$ cat config.mk
export PLATFORM = sky130hd
export DESIGN_NAME = sfp_flash_seq
export DESIGN_NICKNAME = d
export VERILOG_FILES = /design/src/rtl/sfp_pkg.sv /design/src/rtl/sfp_flash_seq.sv
export VERILOG_INCLUDE_DIRS = /design/src /design/src/rtl
export SDC_FILE = /design/constraint.sdc
export NUM_CORES = 2
export LEC_CHECK = 0
export BUFFER_PORTS_ARGS = -buffer_cell sky130_fd_sc_hd__buf_2
export CAP_MARGIN = 20
export CORE_ASPECT_RATIO = 1.75
export CORE_MARGIN = 3
export CORE_UTILIZATION = 63
export DETAILED_ROUTE_END_ITERATION = 7
export PLACE_DENSITY_LB_ADDON = 0.1
export SYNTH_ARGS = -nofsm -noshare
export SYNTH_HDL_FRONTEND = slang
export SYNTH_SLANG_ARGS = --single-unit
export TNS_END_PERCENT = 10
$ cat constraint.sdc
create_clock -name clk -period 6 [get_ports clk]
set_input_delay 0.3 -clock clk [delete_from_list [all_inputs] [get_ports clk]]
set_output_delay 0.3 -clock clk [all_outputs]
set_load 0.1 [all_outputs]
$ cat src/rtl/sfp_cfg.svh
// constants for the serial flash sequencer
`ifndef SFP_CFG_SVH
`define SFP_CFG_SVH
`define SFP_OP_WREN  8'h06
`define SFP_OP_WRDI  8'h04
`define SFP_OP_RDSR  8'h05
`define SFP_OP_SETP  8'hC0
`define SFP_OP_FRD   8'h0B
`define SFP_OP_WRAP  8'h0C
`define SFP_OP_WRAPD 8'h0E
`define SFP_OP_PROG  8'h02
`define SFP_OP_PROG4 8'h12
`define SFP_OP_QPRG  8'h32
`define SFP_OP_QPRG4 8'h34
`define SFP_OP_SERA  8'h20
`define SFP_PARAM_RST 8'h00
`define SFP_CLK_NS    5
`define SFP_T_PROG_US 400
`define SFP_T_SERA_US 45000
`define SFP_BLK_TOTAL 11'h400
`define SFP_BP_ALL    4'hB
`define SFP_DDR_DMY   5'h08
`endif

$ cat src/rtl/sfp_pkg.sv
// types for the serial flash sequencer
package sfp_pkg;
  typedef enum logic [3:0] {
    SFP_CMD, SFP_ADDR, SFP_DUMMY, SFP_RDATA, SFP_STATUS,
    SFP_WDATA, SFP_PARAM, SFP_TAIL, SFP_IGNORE
  } sfp_state_t;
endpackage

$ cat src/rtl/sfp_flash_seq.sv
// serial flash instruction sequencer: wrap reads, page program, sector erase
`timescale 1ns/1ps
`include "sfp_cfg.svh"
// Function
// - 0Ch is four-wire fast read with wrap
// - 0Ch wrap and dummy from read parameters
// - 0Eh double-rate wrap read, four-wire only
// - program one to 256 bytes, erased cells
// - program refused unless write enable latch
// - program address wraps inside the page
// - over 256 bytes overwrite earlier buffered bytes
// - select must rise on byte boundary, else discard
// - self-timed program cycle, busy high meanwhile
// - program completion clears write enable latch
// - protected page is never programmed
// - 12h always takes four address bytes
// - 32h needs quad enable and latch
// - quad program data four bits per clock
// - 34h quad program with four-byte address
// - 20h erases 4 KB sector with latch
// - self-timed erase, busy, latch cleared after
// - protected sector is never erased
// - wrap code selects 8/16/32/64 bytes
// - single-rate dummy clocks 2 to 16
// - double-rate dummy 8 minimum, then 10-16
// - read parameters reset to zero
module sfp_flash_seq #(
  parameter int unsigned PROG_CYCLES = `SFP_T_PROG_US * 1000 / `SFP_CLK_NS,
  parameter int unsigned SERA_CYCLES = `SFP_T_SERA_US * 1000 / `SFP_CLK_NS
) (
  input  wire logic        clk,
  input  wire logic        reset_n,
  input  wire logic        sck,
  input  wire logic        cs_n,
  input  wire logic [3:0]  io_in,
  output logic      [3:0]  io_out,
  output logic      [3:0]  io_oe,
  input  wire logic        four_wire_command_mode,
  input  wire logic        four_byte_mode,
  input  wire logic        quad_enable_bit,
  input  wire logic        protect_complement_bit,
  input  wire logic        protect_top_bottom_bit,
  input  wire logic        block_protect_bit3,
  input  wire logic        block_protect_bit2,
  input  wire logic        block_protect_bit1,
  input  wire logic        block_protect_bit0,
  input  wire logic        sector_locked,
  output logic             busy,
  output logic             write_enable_latch,
  output logic      [7:0]  read_param,
  output logic      [25:0] mem_rd_addr,
  input  wire logic [7:0]  mem_rd_data,
  output logic             mem_wr_en,
  output logic             mem_erase_en,
  output logic      [25:0] mem_wr_addr,
  output logic      [7:0]  mem_wr_data
);
  sfp_pkg::sfp_state_t st;
  sfp_pkg::sfp_state_t next_st;
  sfp_pkg::sfp_state_t next_ast;
  logic [2:0]  sck_q;
  logic [2:0]  cs_q;
  logic [3:0]  io_m;
  logic [3:0]  io_s;
  logic [7:0]  op;
  logic [7:0]  sr;
  logic [7:0]  next_sr;
  logic [2:0]  bitcnt;
  logic [3:0]  next_bit;
  logic [1:0]  acnt;
  logic [1:0]  next_acnt;
  logic [4:0]  dcnt;
  logic [4:0]  next_dcnt;
  logic        got;
  logic [25:0] addr;
  logic [25:0] next_addr;
  logic [6:0]  wlen;
  logic [25:0] wmask;
  logic [7:0]  osr;
  logic [7:0]  ocur;
  logic [3:0]  oleft;
  logic [7:0]  pidx;
  logic [7:0]  pbuf [256];
  logic [255:0] pvalid;
  logic [7:0]  widx;
  logic        wrun;
  logic        ers;
  logic [23:0] tcnt;
  logic        prot;

  // pin synchronisers, first stage read only by the second
  always_ff @(posedge clk or negedge reset_n) begin
    if (!reset_n) begin
      sck_q <= 3'h0;
      cs_q  <= 3'h7;
      io_m  <= 4'h0;
      io_s  <= 4'h0;
    end else begin
      sck_q <= {sck_q[1:0], sck};
      cs_q  <= {cs_q[1:0], cs_n};
      io_m  <= io_in;
      io_s  <= io_m;
    end
  end

  // edges of the link clock and select
  wire rise    = sck_q[1] & ~sck_q[2];
  wire fall    = ~sck_q[1] & sck_q[2];
  wire sel     = ~cs_q[1];
  wire cs_rise = cs_q[1] & ~cs_q[2];
  wire ddr     = (op == `SFP_OP_WRAPD);
  wire qdata   = (st == sfp_pkg::SFP_WDATA) &&
                 (op == `SFP_OP_QPRG || op == `SFP_OP_QPRG4);
  wire quad    = four_wire_command_mode | qdata;
  wire samp    = sel && (rise || (ddr && fall && st == sfp_pkg::SFP_ADDR && bitcnt[2]));
  wire samp_in = samp && (st == sfp_pkg::SFP_CMD || st == sfp_pkg::SFP_ADDR ||
                 st == sfp_pkg::SFP_WDATA || st == sfp_pkg::SFP_PARAM);
  wire bdone   = samp_in && next_bit[3];
  wire oedge   = sel && (fall || (ddr && rise && st == sfp_pkg::SFP_RDATA));
  wire outst   = (st == sfp_pkg::SFP_RDATA) || (st == sfp_pkg::SFP_STATUS);
  wire ld_rd   = oedge && (st == sfp_pkg::SFP_RDATA) && (oleft == 4'h0);
  wire [3:0] bp = {block_protect_bit3, block_protect_bit2,
                   block_protect_bit1, block_protect_bit0};

  // block protect decode on 64 KB blocks
  function automatic logic prot_f(input logic [25:0] a, input logic [3:0] b,
                                  input logic top_n, input logic inv);
    logic [10:0] sz;
    logic        hit;
    sz = 11'h001 << (b - 4'h1);
    if (b == 4'h0) hit = 1'b0;
    else if (b >= `SFP_BP_ALL) hit = 1'b1;
    else if (top_n) hit = {1'b0, a[25:16]} < sz;
    else hit = {1'b0, a[25:16]} >= (`SFP_BLK_TOTAL - sz);
    return hit ^ inv;
  endfunction

  assign prot = prot_f(addr, bp, protect_top_bottom_bit, protect_complement_bit);

  // commits at select rise, only on a byte boundary
  wire clean    = cs_rise && (bitcnt == 3'h0);
  wire safe     = write_enable_latch && !prot && !sector_locked;
  wire cm_prog  = clean && (st == sfp_pkg::SFP_WDATA) && got && safe;
  wire cm_erase = clean && (st == sfp_pkg::SFP_TAIL) &&
                  (op == `SFP_OP_SERA) && safe;
  wire start    = cm_prog || cm_erase;
  wire set_wel  = clean && (st == sfp_pkg::SFP_TAIL) && (op == `SFP_OP_WREN);
  wire clr_wel  = (clean && (st == sfp_pkg::SFP_TAIL) && (op == `SFP_OP_WRDI)) ||
                  (busy && tcnt == 24'h0);

  // byte assembly, one or four bits per edge
  always_comb begin
    next_sr  = quad ? {sr[3:0], io_s} : {sr[6:0], io_s[0]};
    next_bit = {1'b0, bitcnt} + (quad ? 4'h4 : 4'h1);
  end

  // opcode decode; busy blocks all but status
  always_comb begin
    next_st   = sfp_pkg::SFP_IGNORE;
    next_acnt = (four_byte_mode || next_sr == `SFP_OP_PROG4 ||
                 next_sr == `SFP_OP_QPRG4) ? 2'h3 : 2'h2;
    if (next_sr == `SFP_OP_RDSR) next_st = sfp_pkg::SFP_STATUS;
    else if (!busy) begin
      if (next_sr == `SFP_OP_WREN || next_sr == `SFP_OP_WRDI)
        next_st = sfp_pkg::SFP_TAIL;
      else if (next_sr == `SFP_OP_SETP) next_st = sfp_pkg::SFP_PARAM;
      else if (four_wire_command_mode && (next_sr == `SFP_OP_FRD ||
               next_sr == `SFP_OP_WRAP || next_sr == `SFP_OP_WRAPD))
        next_st = sfp_pkg::SFP_ADDR;
      else if (write_enable_latch && (next_sr == `SFP_OP_PROG ||
               next_sr == `SFP_OP_PROG4 || next_sr == `SFP_OP_SERA))
        next_st = sfp_pkg::SFP_ADDR;
      else if (write_enable_latch && quad_enable_bit &&
               (next_sr == `SFP_OP_QPRG || next_sr == `SFP_OP_QPRG4))
        next_st = sfp_pkg::SFP_ADDR;
    end
  end

  // phase after the address and dummy length
  always_comb begin
    if (op == `SFP_OP_SERA) next_ast = sfp_pkg::SFP_TAIL;
    else if (op == `SFP_OP_FRD || op == `SFP_OP_WRAP || ddr)
      next_ast = sfp_pkg::SFP_DUMMY;
    else next_ast = sfp_pkg::SFP_WDATA;
    next_dcnt = {1'b0, read_param[6:4], 1'b0} + 5'h02;
    if (ddr && !read_param[6]) next_dcnt = `SFP_DDR_DMY;
  end

  // instruction state machine, reset by select high
  always_ff @(posedge clk or negedge reset_n) begin
    if (!reset_n) begin
      st     <= sfp_pkg::SFP_CMD;
      op     <= 8'h00;
      sr     <= 8'h00;
      bitcnt <= 3'h0;
      acnt   <= 2'h0;
      dcnt   <= 5'h00;
      got    <= 1'b0;
    end else if (!sel) begin
      st     <= sfp_pkg::SFP_CMD;
      bitcnt <= 3'h0;
      got    <= 1'b0;
    end else begin
      if (samp_in) begin
        sr     <= next_sr;
        bitcnt <= next_bit[2:0];
      end
      if (st == sfp_pkg::SFP_TAIL && samp) st <= sfp_pkg::SFP_IGNORE;
      if (st == sfp_pkg::SFP_DUMMY && rise) begin
        dcnt <= dcnt - 5'h01;
        if (dcnt == 5'h01) st <= sfp_pkg::SFP_RDATA;
      end
      if (bdone) begin
        case (st)
          sfp_pkg::SFP_CMD: begin
            op   <= next_sr;
            st   <= next_st;
            acnt <= next_acnt;
          end
          sfp_pkg::SFP_ADDR: begin
            acnt <= acnt - 2'h1;
            dcnt <= next_dcnt;
            if (acnt == 2'h0) st <= next_ast;
          end
          sfp_pkg::SFP_WDATA: got <= 1'b1;
          sfp_pkg::SFP_PARAM: st <= sfp_pkg::SFP_IGNORE;
          default: ;
        endcase
      end
    end
  end

  // wrap length and the aligned-block address step
  always_comb begin
    wlen  = 7'h08 << read_param[1:0];
    wmask = (op == `SFP_OP_FRD) ? 26'h3FFFFFF : {19'h00000, wlen - 7'h01};
    next_addr = (addr & ~wmask) | ((addr + 26'h0000001) & wmask);
  end

  // address register; also the lock query address
  always_ff @(posedge clk or negedge reset_n) begin
    if (!reset_n) addr <= 26'h0000000;
    else if (bdone && st == sfp_pkg::SFP_CMD && next_st == sfp_pkg::SFP_ADDR) addr <= 26'h0;
    else if (sel && st == sfp_pkg::SFP_ADDR && bdone) addr <= {addr[17:0], next_sr};
    else if (ld_rd) addr <= next_addr;
  end
  assign mem_rd_addr = addr;

  // read parameters; single-wire mode keeps the wrap field
  always_ff @(posedge clk or negedge reset_n) begin
    if (!reset_n) read_param <= `SFP_PARAM_RST;
    else if (bdone && st == sfp_pkg::SFP_PARAM) begin
      if (four_wire_command_mode) read_param <= next_sr;
      else read_param[6:4] <= next_sr[6:4];
    end
  end

  // page buffer; index wraps inside the page
  always_ff @(posedge clk or negedge reset_n) begin
    if (!reset_n) begin
      pidx   <= 8'h00;
      pvalid <= '0;
    end else if (bdone && st == sfp_pkg::SFP_CMD && !busy) begin
      pvalid <= '0;
    end else if (bdone && st == sfp_pkg::SFP_ADDR) begin
      pidx <= next_sr;
    end else if (bdone && st == sfp_pkg::SFP_WDATA) begin
      pvalid[pidx] <= 1'b1;
      pidx         <= pidx + 8'h01;
    end
  end

  // buffered data bytes; later bytes overwrite earlier
  always_ff @(posedge clk) begin
    if (bdone && st == sfp_pkg::SFP_WDATA) pbuf[pidx] <= next_sr;
  end

  // serial output: status byte or array data, high bits first
  always_comb begin
    ocur = osr;
    if (oleft == 4'h0) ocur = (st == sfp_pkg::SFP_STATUS) ?
                              {6'h00, write_enable_latch, busy} : mem_rd_data;
  end

  always_ff @(posedge clk or negedge reset_n) begin
    if (!reset_n) begin
      osr    <= 8'h00;
      oleft  <= 4'h0;
      io_out <= 4'h0;
      io_oe  <= 4'h0;
    end else if (!sel || !outst) begin
      oleft <= 4'h0;
      io_oe <= 4'h0;
    end else if (oedge) begin
      io_out <= four_wire_command_mode ? ocur[7:4] : {2'h0, ocur[7], 1'b0};
      io_oe  <= four_wire_command_mode ? 4'hF : 4'h2;
      osr    <= four_wire_command_mode ? {ocur[3:0], 4'h0} : {ocur[6:0], 1'b0};
      oleft  <= ((oleft == 4'h0) ? 4'h8 : oleft) -
                (four_wire_command_mode ? 4'h4 : 4'h1);
    end
  end

  // self-timed program or erase cycle with array write-out
  always_ff @(posedge clk or negedge reset_n) begin
    if (!reset_n) begin
      busy         <= 1'b0;
      ers          <= 1'b0;
      tcnt         <= 24'h000000;
      widx         <= 8'h00;
      wrun         <= 1'b0;
      mem_wr_en    <= 1'b0;
      mem_erase_en <= 1'b0;
      mem_wr_addr  <= 26'h0000000;
      mem_wr_data  <= 8'h00;
    end else begin
      mem_wr_en    <= 1'b0;
      mem_erase_en <= 1'b0;
      if (start) begin
        busy <= 1'b1;
        ers  <= cm_erase;
        tcnt <= cm_erase ? 24'(SERA_CYCLES - 1) : 24'(PROG_CYCLES - 1);
        widx <= 8'h00;
        wrun <= cm_prog;
        mem_erase_en <= cm_erase;
        mem_wr_addr  <= {addr[25:12], 12'h000};
      end else if (busy) begin
        if (tcnt == 24'h000000) busy <= 1'b0;
        else tcnt <= tcnt - 24'h000001;
        if (wrun && !ers) begin
          mem_wr_en   <= pvalid[widx];
          mem_wr_addr <= {addr[25:8], widx};
          mem_wr_data <= pbuf[widx];
          widx        <= widx + 8'h01;
          if (widx == 8'hFF) wrun <= 1'b0;
        end
      end
    end
  end

  // write enable latch; a set wins over a clear
  always_ff @(posedge clk or negedge reset_n) begin
    if (!reset_n) write_enable_latch <= 1'b0;
    else if (set_wel) write_enable_latch <= 1'b1;
    else if (clr_wel) write_enable_latch <= 1'b0;
  end

  // checks
  chk_wel_cycle_end: assert property (@(posedge clk) disable iff (!reset_n)
    $fell(busy) |-> !write_enable_latch) else $error("latch set after cycle");
  chk_prog_needs_wel: assert property (@(posedge clk) disable iff (!reset_n)
    start |-> write_enable_latch) else $error("cycle started without latch");
  chk_prot_blocks: assert property (@(posedge clk) disable iff (!reset_n)
    start |-> (!prot && !sector_locked)) else $error("protected target written");
  chk_busy_holds: assert property (@(posedge clk) disable iff (!reset_n)
    start |=> busy [*8]) else $error("busy dropped early");
  chk_busy_ignore: assert property (@(posedge clk) disable iff (!reset_n)
    (busy && sel && bdone && st == sfp_pkg::SFP_CMD) |=>
    (st == sfp_pkg::SFP_STATUS || st == sfp_pkg::SFP_IGNORE))
    else $error("opcode taken while busy");
  chk_wrap_block: assert property (@(posedge clk) disable iff (!reset_n)
    ld_rd |=> ((addr & ~wmask) == ($past(addr) & ~$past(wmask))))
    else $error("burst left its block");
  chk_cs_discard: assert property (@(posedge clk) disable iff (!reset_n)
    (cs_rise && bitcnt != 3'h0) |-> !start) else $error("partial byte committed");
  chk_dummy_sdr: assert property (@(posedge clk) disable iff (!reset_n)
    (sel && st == sfp_pkg::SFP_ADDR && bdone && acnt == 2'h0 && op == `SFP_OP_WRAP)
    |=> (dcnt == ({1'b0, read_param[6:4], 1'b0} + 5'h02)))
    else $error("wrong dummy count");
endmodule

==> metrics.txt <==
Slew HR 16.4%; pwr/cell area 327 nW/um^2; Critical Path AT 5.40 ns; worst reg2reg setup slack 1.05 ns; top_reg_cell synth edfxtp_1; # IOs 106; largest net degree at the start of global routing 219; pins over their slew limit 0; DP HPWL 167000 um; post-synthesis xor/xnor area fraction 0.528%; CTS tree built; Post-Syn Instances 5467; Hold EP mem_erase_en; critical path peak fanout 16; cts bufs inserted 211; worst-margin pin slew 1.25 ns; synthesis-to-finish area growth 11.1%; syn nets 5530; WS Path Type reg2reg; final net count 5785; first-pass GRT wire length 387000 um; leading area contributor after synthesis edfxtp_1; worst reg2reg path startpoint op[1]; endpoints failing setup 0; Mapped Avg Cell Area 18.2 um^2; CTS root buf clkbuf_16; Crit. Startpoint op[1]; met3 WL 21900 um; CP startpoint kind flip-flop; via count 54700; Synth cell types 88; Cell Count Post-Placement 7521; Final GP Congestion 0.901; min Tclk post-route 4.95 ns; area fraction in compound gates after synthesis 6.09%; vias in the first global route 55600; status completed; die height 532 um; GRT overflow 0; # DRC 0; Top Metal Used met4; final wirelength 266000 um; Synth Register Bits 2479; Critical Path RT 6.45 ns; Post-Synth Adder-Cell Area 0.465%; DIE AREA 163000 um^2; skew final 0.0800 ns; largest family of logic cells by synthesized area multiplexers; drt initial violations 6085; Core Region 157000 um^2; Worst Hold Depth 3; Post-synth EDFFs 2048; maximum vdd drop 1.13 mV; drt via density 6.89; clock slew at reported path FFs 0.07 ns; fraction of registers with async set or reset after synthesis 17.4%; Die Wd 306 um; antenna violations before repair 7; R2R Path End pbuf[243][7]; max cap viols 0; Cell Area, Synth 99500 um^2; Syn. warnings 0; first-pass detailed-route iteration total 6; Post-Synth Simple-Gate Area 4.19%; # rows 192; clk sinks 2479; M1 wire length 91200 um; mux cell area share after synthesis 14.3%; worst r2r path cells 13; Clk Latency, worst-skew pair 0.86 ns; GRT Util Overall 33.1%; FMAX 202 MHz; Longest Clk Path Bufs 4; area share of the largest cell type after synthesis 61.8%; WL per Instance 33.5 um; Final TNS setup 0 ns; met2 routed WL 133000 um; top cells by area, synth edfxtp_1 (62%), mux4_2 (11%), dfrtp_1 (11%); worst hold start sector_locked; RSZ-0062 raised after global routing no; final non-filler cell total 7937; input/output buffers 105; Detail Route Antenna Nets 0; final worst-path cycle share 82.4%; share of cells above drive strength 1 22.2%; Seq/Total Area, Yosys 72.6%; final hold viol count 0; Setup crit end kind flip-flop; Hold Crit Class in2reg; CTS H-tree lvls 4; Initial Utilization 63.5%; leakage power 0.0393 uW
[cells in the mapped netlist (all sizes together) (5+ instances only)]
cell     instances
clkbuf         188
nand4           20
a41oi            5
or2              7
o2111ai          7
nand3           52
and3            17
or4             12
a211oi          39
a22o            25
a22oi          100
nor2           374
mux2            58
dfrtp          428
o21a           261
or3b             5
o211ai           6
nor3b           13
o22ai           27
nand2b          36
edfxtp        2048
a221o            5
nor3            57
and2            10
a21oi          138
o311ai           6
o31ai           17
xnor2           26
xor2            34
o21ai           79
nor2b           29
and4             5
a21o             7
inv             29
or3             15
nand3b          10
ha              37
nor4            26
buf            151
a31oi           16
mux2i          233
mux4           500
a221oi          76
nand2          178
[how the worst max path moves through the flow]
stage	slack, ns	to	cells past startpoint
finish	1.05	pbuf[243][7]	13
CTS	1.07	pbuf[195][7]	13
global route	0.86	pbuf[243][7]	13
detailed placement	1.12	pbuf[195][0]	13
floorplan	0.84	pbuf[0][1]	6
global placement	1.18	pbuf[195][0]	13
[flip-flops by register name, indices dropped and copies added, names as in the netlist, 5 cells and up]
name         flops
pidx             8
pbuf          2048
read_param       8
mem_rd_addr     26
osr              7
widx             8
dcnt             5
mem_wr_addr     26
mem_wr_data      8
pvalid         256
tcnt            24
sr               7
op               8
[cells by family (layout without fill, tap and decap cells)]
| kind of cell | Yosys count | after routing |
|---|---|---|
| other | 0 | 4 |
| buffers and inverters | 370 | 799 |
| xor gates and xnor gates | 60 | 60 |
| adders and majority gates | 37 | 37 |
| AOI/OAI and AO/OA | 853 | 853 |
| DFF | 2479 | 2479 |
| muxes | 791 | 791 |
| and+or+nand+nor | 877 | 877 |
[repair_timing]
action                                  4_1_cts  5_1_grt
endpoints found under the setup margin        0        0
buffers inserted                              0        0
gates resized for setup                       0        0
hold buffers                                 23        0
hold endpoints to repair                    163        0
[critical path, stage by stage, from the launching register on]
cell     delay (ns)
dfrtp_1        0.43
xor2_1         0.18
and4_1         0.28
a21o_1         0.22
buf_4          0.20
inv_2          0.20
ha_1           0.21
a31oi_1        0.10
buf_4          0.18
nor4b_2        0.23
buf_4          0.25
and3_1         0.49
nand3_1        0.66
nor2_1         0.91
[layout by cell type (no fill, tap or decap), types with 47 or more instances in the layout]
cell / synthesis / routed
o21a_1: 261 / 261
mux2i_1: 233 / 233
mux4_2: 500 / 500
a22oi_1: 100 / 100
nor2_1: 362 / 357
edfxtp_1: 2048 / 2048
buf_2: 58 / 104
a21oi_1: 138 / 138
buf_4: 52 / 230
a221oi_1: 76 / 76
o21ai_0: 79 / 79
nand2_1: 175 / 169
clkbuf_16: 0 / 218
dfrtp_1: 428 / 422
nor3_1: 56 / 56
nand3_1: 51 / 47
mux2_2: 58 / 53
[report_power, final]
part | total [uW] | switching, uW | internal [uW]
Clock | 13900 | 6070 | 7810
Combinational | 2210 | 1960 | 244
Sequential | 20100 | 109 | 20000
[stage by stage]
stage / area (um^2) / hold WS (ns) / worst slack, ns / util [%] / power (uW)
6_report: 111000 / 0.0601 / 1.05 / 70.6 / 36200
2_1_floorplan: 99500 / 0.00441 / 0.844 / - / 21600
4_1_cts: 111000 / 0.0240 / 1.07 / 70.6 / 36300
3_3_place_gp: 103000 / 0.265 / 1.18 / 65.9 / 22600
3_5_place_dp: 103000 / 0.271 / 1.12 / 66.0 / 22700
5_1_grt: 111000 / 0.0690 / 0.862 / 70.6 / 37100
[layer usage]
metal  global-route usage, %  vias up
met5                       0        -
met4                    20.3        0
met3                    5.08      750
met2                    54.4     3015
met1                    41.9    28500
li1                        -    22400
[area by class of cell]
class / instances / area (um^2)
Fill cell: 9757 / 46100
Antenna cell: 4 / 10.0
Inverter: 31 / 133
Multi-Input combinational cell: 2618 / 25600
Tap cell: 2037 / 2550
Timing Repair Buffer: 381 / 2950
Clock buffer: 287 / 5950
Sequential cell: 2479 / 72300
Clock inverter: 100 / 1030
No activity file was read; power rests on OpenSTA's default activity.
